**src/rtl/ecfd_defines.vh**
```
`ifndef ECFD_DEFINES_VH
`define ECFD_DEFINES_VH

// register byte offsets
`define ECFD_OFS_ENABLE 8'h00
`define ECFD_OFS_TRIG 8'h04
`define ECFD_OFS_MODE 8'h08
`define ECFD_OFS_RELOAD 8'h0C
`define ECFD_OFS_COUNT 8'h10
`define ECFD_OFS_STATUS 8'h14
`define ECFD_OFS_OUTPUT 8'h18
`define ECFD_OFS_CHSTAT 8'h1C

// unit enable register
`define ECFD_EN_BIT 0

// trigger register
`define ECFD_TRIG_START 0
`define ECFD_TRIG_STOP 1

// mode register fields
`define ECFD_MODE_SEL 0
`define ECFD_MODE_EDGE_LO 1
`define ECFD_MODE_EDGE_HI 2
`define ECFD_MODE_STINT 3
`define ECFD_MODE_NFEN 4
`define ECFD_MODE_W 5

// mode select values
`define ECFD_MODE_EVENT 1'b0
`define ECFD_MODE_DIVIDE 1'b1

// edge select values
`define ECFD_EDGE_FALL 2'h0
`define ECFD_EDGE_RISE 2'h1
`define ECFD_EDGE_BOTH 2'h2

// status register fields
`define ECFD_STAT_ACTIVE 0
`define ECFD_STAT_PIN 1
`define ECFD_STAT_WAIT 2

// output control register fields
`define ECFD_OUT_LEVEL 0
`define ECFD_OUT_EN 1
`define ECFD_OUT_MODE 2
`define ECFD_OUT_POL 3
`define ECFD_OUT_W 4

// reset values
`define ECFD_RST_MODE 5'h00
`define ECFD_RST_RELOAD 16'h0000
`define ECFD_RST_COUNT 16'h0000
`define ECFD_RST_OUTPUT 4'h0
`define ECFD_ZERO16 16'h0000

`endif

```
**src/rtl/ecfd_event_counter.v**
```verilog
// Overview of operation
// - event mode interrupts after reload plus one edges
// - count register counts down in event mode
// - start trigger copies reload value into count in event mode
// - each valid input edge decrements the count
// - at zero reload, interrupt, and keep repeating
// - reload writes apply from the next period
// - start sets active flag and awaits edges
// - count always readable; status register shows active, pin and wait
// - stop clears active, freezes count; triggers self-clear
// - unit disabled ignores writes except to the enable register, initializes everything
// - divider mode only on unit 0 channel 0
// - single edge divides by two times reload plus one
// - divider loads count on first valid edge
// - start interrupt select gates first load toggle
// - divider toggles output and interrupts at zero
// - both edges pass input duty error through
// - input sampling adds one clock period error
// - stopping divider holds the output level
// - unit disable clears output, returns pin to port
// - noise filter needs two stable synchronized samples
`timescale 1ns/1ns
`default_nettype none
`include "ecfd_defines.vh"

module ecfd_event_counter #(
    parameter CNT_W = 16,
    parameter DIVIDER_CAPABLE = 1
) (
    // clock and reset
    input wire clk_i,
    input wire rst_i,
    // wishbone slave
    input wire wb_cyc_i,
    input wire wb_stb_i,
    input wire wb_we_i,
    input wire [7:0] wb_adr_i,
    input wire [3:0] wb_sel_i,
    input wire [31:0] wb_dat_i,
    output reg [31:0] wb_dat_o,
    output reg wb_ack_o,
    // timer pins
    input wire event_input_pin_i,
    output reg waveform_output_pin_o,
    output wire waveform_output_oe_o,
    // event
    output reg channel_interrupt_o
);

    localparam [2:0] ST_IDLE = 3'b001;
    localparam [2:0] ST_WAIT = 3'b010;
    localparam [2:0] ST_RUN = 3'b100;

    // software state
    reg unit_clock_enable;
    reg [`ECFD_MODE_W-1:0] channel_mode_register;
    reg [CNT_W-1:0] reload_value_register;
    reg [CNT_W-1:0] channel_count_register;
    reg [`ECFD_OUT_W-1:0] output_ctrl;
    reg [2:0] state;
    reg channel_active_flag;

    // input path
    reg pin_sync1;
    reg pin_sync2;
    reg pin_hold;
    reg pin_filt;
    reg pin_filt_d;

    wire bus_req = wb_cyc_i & wb_stb_i & ~wb_ack_o;
    wire bus_wr = bus_req & wb_we_i & wb_sel_i[0];
    wire wr_ok = bus_wr & unit_clock_enable;

    wire wr_en = bus_wr && (wb_adr_i == `ECFD_OFS_ENABLE);
    wire wr_trig = wr_ok && (wb_adr_i == `ECFD_OFS_TRIG);
    wire wr_mode = wr_ok && (wb_adr_i == `ECFD_OFS_MODE);
    wire wr_reload = wr_ok && (wb_adr_i == `ECFD_OFS_RELOAD);
    wire wr_out = wr_ok && (wb_adr_i == `ECFD_OFS_OUTPUT);

    wire start_trig = wr_trig & wb_dat_i[`ECFD_TRIG_START];
    wire stop_trig = wr_trig & wb_dat_i[`ECFD_TRIG_STOP];

    wire div_mode = (channel_mode_register[`ECFD_MODE_SEL] == `ECFD_MODE_DIVIDE);
    wire [1:0] edge_sel = channel_mode_register[`ECFD_MODE_EDGE_HI:`ECFD_MODE_EDGE_LO];
    wire nf_en = channel_mode_register[`ECFD_MODE_NFEN];
    wire start_int_sel = channel_mode_register[`ECFD_MODE_STINT];
    wire out_en = output_ctrl[`ECFD_OUT_EN];

    // valid edge of the filtered input
    wire rise = pin_filt & ~pin_filt_d;
    wire fall = ~pin_filt & pin_filt_d;
    reg valid_edge;

    always @* begin
        if (edge_sel == `ECFD_EDGE_RISE) begin
            valid_edge = rise;
        end else if (edge_sel == `ECFD_EDGE_BOTH) begin
            valid_edge = rise | fall;
        end else begin
            valid_edge = fall;
        end
    end

    // synchronizer and noise filter, one clock domain
    always @(posedge clk_i) begin
        if (rst_i || !unit_clock_enable) begin
            pin_sync1 <= 1'b0;
            pin_sync2 <= 1'b0;
            pin_hold <= 1'b0;
            pin_filt <= 1'b0;
            pin_filt_d <= 1'b0;
        end else begin
            pin_sync1 <= event_input_pin_i;
            pin_sync2 <= pin_sync1;
            pin_hold <= pin_sync2;
            if (!nf_en || (pin_sync2 == pin_hold)) begin
                pin_filt <= pin_sync2;
            end
            pin_filt_d <= pin_filt;
        end
    end

    // unit enable; clearing it initializes the whole channel
    always @(posedge clk_i) begin
        if (rst_i) begin
            unit_clock_enable <= 1'b0;
        end else if (wr_en) begin
            unit_clock_enable <= wb_dat_i[`ECFD_EN_BIT];
        end
    end

    // software registers, written only while the unit is enabled
    always @(posedge clk_i) begin
        if (rst_i || !unit_clock_enable) begin
            channel_mode_register <= `ECFD_RST_MODE;
            reload_value_register <= `ECFD_RST_RELOAD;
        end else begin
            if (wr_mode) begin
                channel_mode_register <= wb_dat_i[`ECFD_MODE_W-1:0];
                if (DIVIDER_CAPABLE == 0) begin
                    channel_mode_register[`ECFD_MODE_SEL] <= `ECFD_MODE_EVENT;
                end
            end
            if (wr_reload) begin
                reload_value_register <= wb_dat_i[CNT_W-1:0];
            end
        end
    end

    // channel sequencer
    always @(posedge clk_i) begin
        if (rst_i || !unit_clock_enable) begin
            state <= ST_IDLE;
            channel_active_flag <= 1'b0;
            channel_count_register <= `ECFD_RST_COUNT;
            channel_interrupt_o <= 1'b0;
        end else begin
            channel_interrupt_o <= 1'b0;
            if (stop_trig) begin
                state <= ST_IDLE;
                channel_active_flag <= 1'b0;
            end else if (start_trig) begin
                channel_active_flag <= 1'b1;
                if (div_mode) begin
                    state <= ST_WAIT;
                end else begin
                    state <= ST_RUN;
                    channel_count_register <= reload_value_register;
                end
            end else begin
                case (state)
                    ST_WAIT: begin
                        if (valid_edge) begin
                            channel_count_register <= reload_value_register;
                            channel_interrupt_o <= start_int_sel;
                            state <= ST_RUN;
                        end
                    end
                    ST_RUN: begin
                        if (valid_edge) begin
                            if (channel_count_register == `ECFD_ZERO16) begin
                                channel_count_register <= reload_value_register;
                                channel_interrupt_o <= 1'b1;
                            end else begin
                                channel_count_register <= channel_count_register - 1'b1;
                            end
                        end
                    end
                    default: begin
                        state <= ST_IDLE;
                    end
                endcase
            end
        end
    end

    // output bit: toggles on each interrupt event while output enabled and not written that cycle, held when stopped
    wire first_toggle = (state == ST_WAIT) & valid_edge & start_int_sel & ~start_trig
        & ~stop_trig;
    wire zero_toggle = (state == ST_RUN) & valid_edge & ~start_trig & ~stop_trig
        & (channel_count_register == `ECFD_ZERO16);

    always @(posedge clk_i) begin
        if (rst_i || !unit_clock_enable) begin
            output_ctrl <= `ECFD_RST_OUTPUT;
            waveform_output_pin_o <= 1'b0;
        end else begin
            if (wr_out) begin
                output_ctrl <= wb_dat_i[`ECFD_OUT_W-1:0];
            end else if (out_en && (first_toggle || zero_toggle)) begin
                output_ctrl[`ECFD_OUT_LEVEL] <= ~output_ctrl[`ECFD_OUT_LEVEL];
            end
            waveform_output_pin_o <= output_ctrl[`ECFD_OUT_LEVEL];
        end
    end

    // pin driven only while enabled; otherwise it belongs to the port
    assign waveform_output_oe_o = unit_clock_enable & out_en;

    // wishbone: ack one cycle after request, unmapped reads zero
    always @(posedge clk_i) begin
        if (rst_i) begin
            wb_ack_o <= 1'b0;
            wb_dat_o <= 32'h00000000;
        end else begin
            wb_ack_o <= bus_req;
            wb_dat_o <= 32'h00000000;
            if (bus_req && !wb_we_i) begin
                if (wb_adr_i == `ECFD_OFS_ENABLE) begin
                    wb_dat_o[`ECFD_EN_BIT] <= unit_clock_enable;
                end else if (wb_adr_i == `ECFD_OFS_MODE) begin
                    wb_dat_o[`ECFD_MODE_W-1:0] <= channel_mode_register;
                end else if (wb_adr_i == `ECFD_OFS_RELOAD) begin
                    wb_dat_o[CNT_W-1:0] <= reload_value_register;
                end else if (wb_adr_i == `ECFD_OFS_COUNT) begin
                    wb_dat_o[CNT_W-1:0] <= channel_count_register;
                end else if (wb_adr_i == `ECFD_OFS_STATUS) begin
                    wb_dat_o[`ECFD_STAT_ACTIVE] <= channel_active_flag;
                    wb_dat_o[`ECFD_STAT_PIN] <= pin_filt;
                    wb_dat_o[`ECFD_STAT_WAIT] <= (state == ST_WAIT);
                end else if (wb_adr_i == `ECFD_OFS_OUTPUT) begin
                    wb_dat_o[`ECFD_OUT_W-1:0] <= output_ctrl;
                end
            end
        end
    end

endmodule // ecfd_event_counter
`default_nettype wire

```
**config.mk**
```make
export PLATFORM = sky130hd
export DESIGN_NAME = ecfd_event_counter
export DESIGN_NICKNAME = d
export VERILOG_FILES = /design/src/rtl/ecfd_event_counter.v
export VERILOG_INCLUDE_DIRS = /design/src /design/src/rtl
export SDC_FILE = /design/constraint.sdc
export NUM_CORES = 1
export LEC_CHECK = 0
export BUFFER_PORTS_ARGS = -buffer_cell sky130_fd_sc_hd__buf_2
export CORE_MARGIN = 2
export CORE_UTILIZATION = 41
export CTS_CLUSTER_SIZE = 12
export DETAILED_ROUTE_END_ITERATION = 7
export PLACE_DENSITY = 0.75
export SYNTH_ARGS = -nofsm -noshare
export SYNTH_HDL_FRONTEND = slang
export SYNTH_SLANG_ARGS = --single-unit
```
**constraint.sdc**
```tcl
create_clock -name clk_i -period 3.35 [get_ports clk_i]
set_clock_uncertainty 0.2 [all_clocks]
set_input_delay 0.5025 -clock clk_i [delete_from_list [all_inputs] [get_ports clk_i]]
set_output_delay 0.5025 -clock clk_i [all_outputs]
set_load 0.05 [all_outputs]
```
==> impl_metrics.ini, run 1 <==
[floorplan]
start_util_pct = 41.8
rows = 33
die-area_um2 = 9000
core_area_um2 = 8090
die_w_um = 94.9
top_level_ports = 86
die_h_um = 94.9

[timing]
hold-worst-slack_ns = 0.148
max_freq_mhz = 373
rsz0062_at_grt = no
max_slew_margin_pct = 58.7
setup-tns-final_ns = 0
finalSetupViolCount = 0
worst_pin_slew_ns = 0.617
slew_viol_final = 0
fin_crit_ns = 2.68
post-route-period-util_pct = 80.0
finalHoldViolations = 0
worst_slack_ns = 0.669

[final_layout]
final_util_pct = 47.2
n_fill_cell = 818
stdcell_area_um2 = 3820
antenna_cells = 0
synthToLayoutAreaGrowth_pct = 12.8
seq_area_um2 = 1400
layout_common_cells = nand2_1, dfxtp_1, buf_2
drive_gt1_share_pct = 19.0
layoutNonFillerInstCount = 564
fin_nets = 508
layout_commonest_cell = nand2_1
multi_input_area_um2 = 1740

[synth]
synth_compound_area_share_pct = 21.4
synthSimpleGateAreaFrac_pct = 25.3
synth-main-ff-cell = dfxtp_1
ys_seq_area_share_pct = 41.4
synth_cells = 407
synth_top_family_by_area = simple AND/OR/NAND/NOR gates
synth_seq_cells = 70
yosysTopAreaCell = dfxtp_1
ys_types = 53
synth_warnings = 0
yosys.area_share.xor_xnor_pct = 0.259
netlist_top_cells_area = dfxtp_1, nand2_1, a21oi_1, nor2_1, a32o_1
muxShareOfSynthArea_pct = 1.18
yosysTopAreaCellShare_pct = 41.4
syn_area_per_cell_um2 = 8.32
synth_edf_count = 0
synth_fa_ha_area_share_pct = 1.48
syn_area_um2 = 3390
synthArstFlopShare_pct = 0

[power_and_ir_drop]
p_seq_share_pct = 52.5
p_int_mw = 1.19
pwr-share-comb_pct = 5.1
p_leak_nw = 1.39
pwr-share-clk_pct = 42.4
switchingPower_mw = 0.393
finalPower_mw = 1.59
swShare_pct = 24.8
vdd_ir_drop_max_uv = 198
p_per_area_nw_per_um2 = 415

[critical_path]
crit_start = wb_adr_i[7]
cp-end-kind = flop
crit_fanout = 19
crit_type = input port to flop
r2r_start = channel_count_register[4]
critPathRequiredTime_ns = 3.40
worstPathArrival_ns = 2.73
setup.worst_path.start_class = input port

[route]
drt_first_pass_iters = 5
vias = 3188
ant_nets = 0
drt-total-wl_mm = 8.41
avgViaCountPerCell = 5.65
route.detailed.drc = 0
avgRoutedWirePerCell_um = 14.9
drt_iter0_drc = 309

[cts]
clk_pin_slew_worst_paths_ns = 0.08
cts_tree = built
post_cts.repair.setup_buffers = 0
clock_latency_ns = 0.35
clk_path_buf_depth = 2
ctsResizeCount = 0
clkSinkCount = 70
cts_max_level = 3
root_buffer = clkbuf_8
cts_buffers = 9
hold_buffers = 0

[global_routing]
grt_pass1_vias = 2866
grt_pass1_wl_mm = 13.7
antenna_found_initial = 0
gr-total-overflow = 0
grt_max_degree = 47
gr-usage-all-layers_pct = 19.4

[worst_hold_path]
hold_path_class = input port to flop
hold_path_startpoint = event_input_pin_i

[place]
placed_cells = 548
dp_slack_ns = 0.332
portBuffers = 50
place_area_um2 = 3630
dp_hpwl_mm = 5.86
place_congestion = 0.887

[flow_run]
maxCapViolCount = 0

[run_status]
status = completed
sequential cells by signal, summed over array words and instances (netlist names):
name,count
pin_hold,1
pin_filt,1
state,3
pin_filt_d,1
channel_count_register,16
channel_mode_register,5
wb_ack_o,1
channel_active_flag,1
channel_interrupt_o,1
pin_sync2,1
output_ctrl,4
waveform_output_pin_o,1
reload_value_register,16
wb_dat_o,16
pin_sync1,1
unit_clock_enable,1
Yosys cell counts, types with 8 or more instances:
library cell and number:
nand2_1 73, buf_4 18, o31ai_1 9, clkbuf_1 11, a21oi_1 34, a22oi_1 15, inv_1 9, nor2_1 39
nor4_1 8, a32o_1 14, dfxtp_1 70, nand3_1 15, o21ai_0 19
path summary, 6_finish.rpt:
path | cells after the start | slack [ns] | endpoint
setup reg to reg | 6 | 0.85 | output_ctrl[0]
hold / removal | 2 | 0.15 | pin_sync1
hold reg to reg | 1 | 0.23 | pin_sync2
setup / recovery | 7 | 0.67 | channel_count_register[12]
final cells by class:
class / count / area share [%]
clock buffers: 10 / 3.34
repair buffers: 58 / 8.45
multi-input cells: 306 / 45.6
inverters: 9 / 0.885
flip-flops and latches: 70 / 36.7
well taps: 105 / 3.44
clock inverters: 6 / 1.61
routing by layer:
metal / up-vias / part of all wire [%] / track usage, %
met5: - / 0 / 0
met4: 0 / 2.8 / 8.70
met3: 23 / 7.6 / 4.07
met2: 152 / 46 / 30.4
met1: 1490 / 43 / 25.6
li1: 1523 / - / -
power by group through the flow:
| stage | Combinational [mW] | Sequential, mW | Clock, mW |
|---|---|---|---|
| after floorplan | 0.0638 | 0.853 | 0 |
| after global placement | 0.0778 | 0.852 | 0 |
| after detailed placement | 0.0790 | 0.852 | 0 |
| after CTS | 0.0792 | 0.832 | 0.679 |
| after global routing | 0.0846 | 0.832 | 0.712 |
| final | 0.0801 | 0.832 | 0.673 |
cells by family after synthesis:
kind of cell             after synthesis
other                                  1
XOR/XNOR                               1
buffers and inverters                 46
adder cells (fa/ha/maj)                4
AND/OR/NAND/NOR                      175
AO/OA/AOI/OAI                        106
flip-flops                            70
multiplexers                           4
critical path, cell delays in order:
cell,delay [ns]
buf_2,0.10
or4_1,0.70
or4_4,0.64
nor3_2,0.15
a21o_4,0.22
o21ai_0,0.14
a32o_1,0.27
(Power assumes the default switching activity.)
==> run 2, diff against run 1 <==
--- a/config.mk
+++ b/config.mk
@@ -11,7 +11,7 @@
 export CORE_UTILIZATION = 41
 export CTS_CLUSTER_SIZE = 12
 export DETAILED_ROUTE_END_ITERATION = 7
-export PLACE_DENSITY = 0.75
+export PLACE_DENSITY = 0.78
 export SYNTH_ARGS = -nofsm -noshare
 export SYNTH_HDL_FRONTEND = slang
 export SYNTH_SLANG_ARGS = --single-unit
==> constraint.sdc (replaced) <==
create_clock -name clk_i -period 2.2 [get_ports clk_i]
set_clock_uncertainty 0.2 [all_clocks]
set_input_delay 0.33 -clock clk_i [delete_from_list [all_inputs] [get_ports clk_i]]
set_output_delay 0.33 -clock clk_i [all_outputs]
set_load 0.05 [all_outputs]
==> run 2 against run 1 <==
The flow now finishes with violations (negative setup slack). Sequential power is 53% higher. Via count is 6.3% higher. Flip-flop and latch count stayed put. Combinational power is 77% higher. Hold slack worse by 0.15 ns. Critical path depth is 1 higher. Highest routed layer unchanged.
==> impl_metrics.ini, run 2 (same netlist as run 1, synthesis figures left out) <==
[run_status]
status = finished, violations left
violations = negative setup slack

[critical_path]
critPathRequiredTime_ns = 2.26
cp_slowest_cell = dfxtp_2
crit_cells = 8
critical_path_buf_inv_count = 3
worstPathArrival_ns = 2.37
r2r_cells = 8
cp-end-kind = flop
worstPathCellList = nor4_4 > buf_4 > nand4_1 > o211ai_4 > buf_4 > clkbuf_16 > o21ai_0 > a32o_1
cp_slowest_stage_delay_ns = 0.34
cp_common_cell = buf_4
crit_fanout = 10
setup.worst_path.start_class = flop
crit_type = flop to flop
cp_top_family = compound AO/OA/AOI/OAI gates

[route]
drt_iter0_drc = 419
avgRoutedWirePerCell_um = 16.0
route.detailed.drc = 0
drt-total-wl_mm = 9.77
drt_first_pass_iters = 5
ant_nets = 0
avgViaCountPerCell = 5.56
vias = 3390

[final_layout]
antenna_cells = 0
final_util_pct = 53.9
drive_gt1_share_pct = 27.5
layout_common_cells = nand2_1, dfxtp_1, buf_2
stdcell_area_um2 = 4360
top_regs = channel_count_register x16, reload_value_register x16, wb_dat_o x16
synthToLayoutAreaGrowth_pct = 28.8
fin_nets = 554
n_fill_cell = 744
layout_commonest_cell = nand2_1

[global_routing]
grt_pass1_wl_mm = 15.0
gr-total-overflow = 0
antenna_found_initial = 0
grt_pass1_vias = 3161
gr-usage-all-layers_pct = 21.9
grt_max_degree = 24

[cts]
root_buffer = clkbuf_8
cts_buffers = 9
clkSinkCount = 70
clk_pin_slew_worst_paths_ns = 0.08
cts_tree = built
clock_latency_ns = 0.36
cts_max_level = 3
clk_path_buf_depth = 2

[timing]
worst_slack_ns = -0.118
finalHoldViolations = 0
post-route-period-util_pct = 105
setup-tns-final_ns = -1.48
max_freq_mhz = 431
rsz0062_at_grt = yes
slew_viol_final = 0
finalSetupViolCount = 17
fin_crit_ns = 2.32

[floorplan]
rows = 33
die_w_um = 94.9
die-area_um2 = 9000
die_h_um = 94.9
core_area_um2 = 8090
top_level_ports = 86
start_util_pct = 41.8

[worst_hold_path]
whs_path_depth = 3
hold_path_class = input port to flop

[place]
dp_slack_ns = -0.441
place_congestion = 0.932
portBuffers = 50
place_area_um2 = 3960
dp_hpwl_mm = 6.60

[flow_run]
maxCapViolCount = 0

[power_and_ir_drop]
finalPower_mw = 2.58
p_per_area_nw_per_um2 = 593
vdd_ir_drop_max_uv = 315
p_leak_nw = 1.70
-- run 2: worst paths after layout --
path,from,endpoint,slack [ns]
setup / recovery,channel_count_register[4],channel_count_register[7],-0.12
hold / removal,wb_dat_i[7],reload_value_register[7],0.0002
setup reg to reg,channel_count_register[4],channel_count_register[7],-0.12
hold reg to reg,pin_sync1,pin_sync2,0.23
-- run 2: what timing repair did --
item / 4_1_cts / 5_1_grt
hold buffers: 2 / 0
hold endpoints to repair: 3 / 0
resized for setup: 7 / 4
setup buffers: 1 / 4
cloned: 1 / 2
pin swaps: 2 / 1
endpoints found under the setup margin: 16 / 17
-- run 2: layout make-up --
cell class / instances / area, um2 / area share, %
inverters: 9 / 33.8 / 0.775
clock inverters: 5 / 82.6 / 1.89
multi-input cells: 307 / 1820 / 41.7
clock buffers: 11 / 141 / 3.24
flip-flops and latches: 70 / 1400 / 32.2
repair buffers: 103 / 751 / 17.2
well taps: 105 / 131 / 3.01
-- run 2: metal layers --
layer  global-route usage, %  wire, um  vias to the layer above
met2                    37.3      4760                      168
met4                    8.94       274                        0
met5                       0         0                        -
met1                    26.0      4030                     1567
li1                        -         -                     1614
met3                    5.83       706                       41
-- run 2: where the power goes --
group | total, mW | internal [mW] | switching [mW] | leakage, nW
sequential | 1.27 | 1.27 | 0.000301 | 0.564
combinational | 0.142 | 0.0416 | 0.100 | 1.02
clock | 1.18 | 0.672 | 0.504 | 0.113
total | 2.58 | 1.98 | 0.604 | 1.70
-- run 2: per-stage QoR --
step / hold WS (ns) / std cells
global placement: 0.207 / 584
global route: 0.0131 / 610
floorplan: 0.202 / 422
finish: 0.000246 / 610
CTS: 0.00576 / 604
detailed placement: 0.214 / 584
-- run 2: worst register-to-register path: stages (launching register included) --
cell       delay, ns
dfxtp_2         0.34
nor4_4          0.28
buf_4           0.17
nand4_1         0.27
o211ai_4        0.30
buf_4           0.19
clkbuf_16       0.16
o21ai_0         0.08
a32o_1          0.22
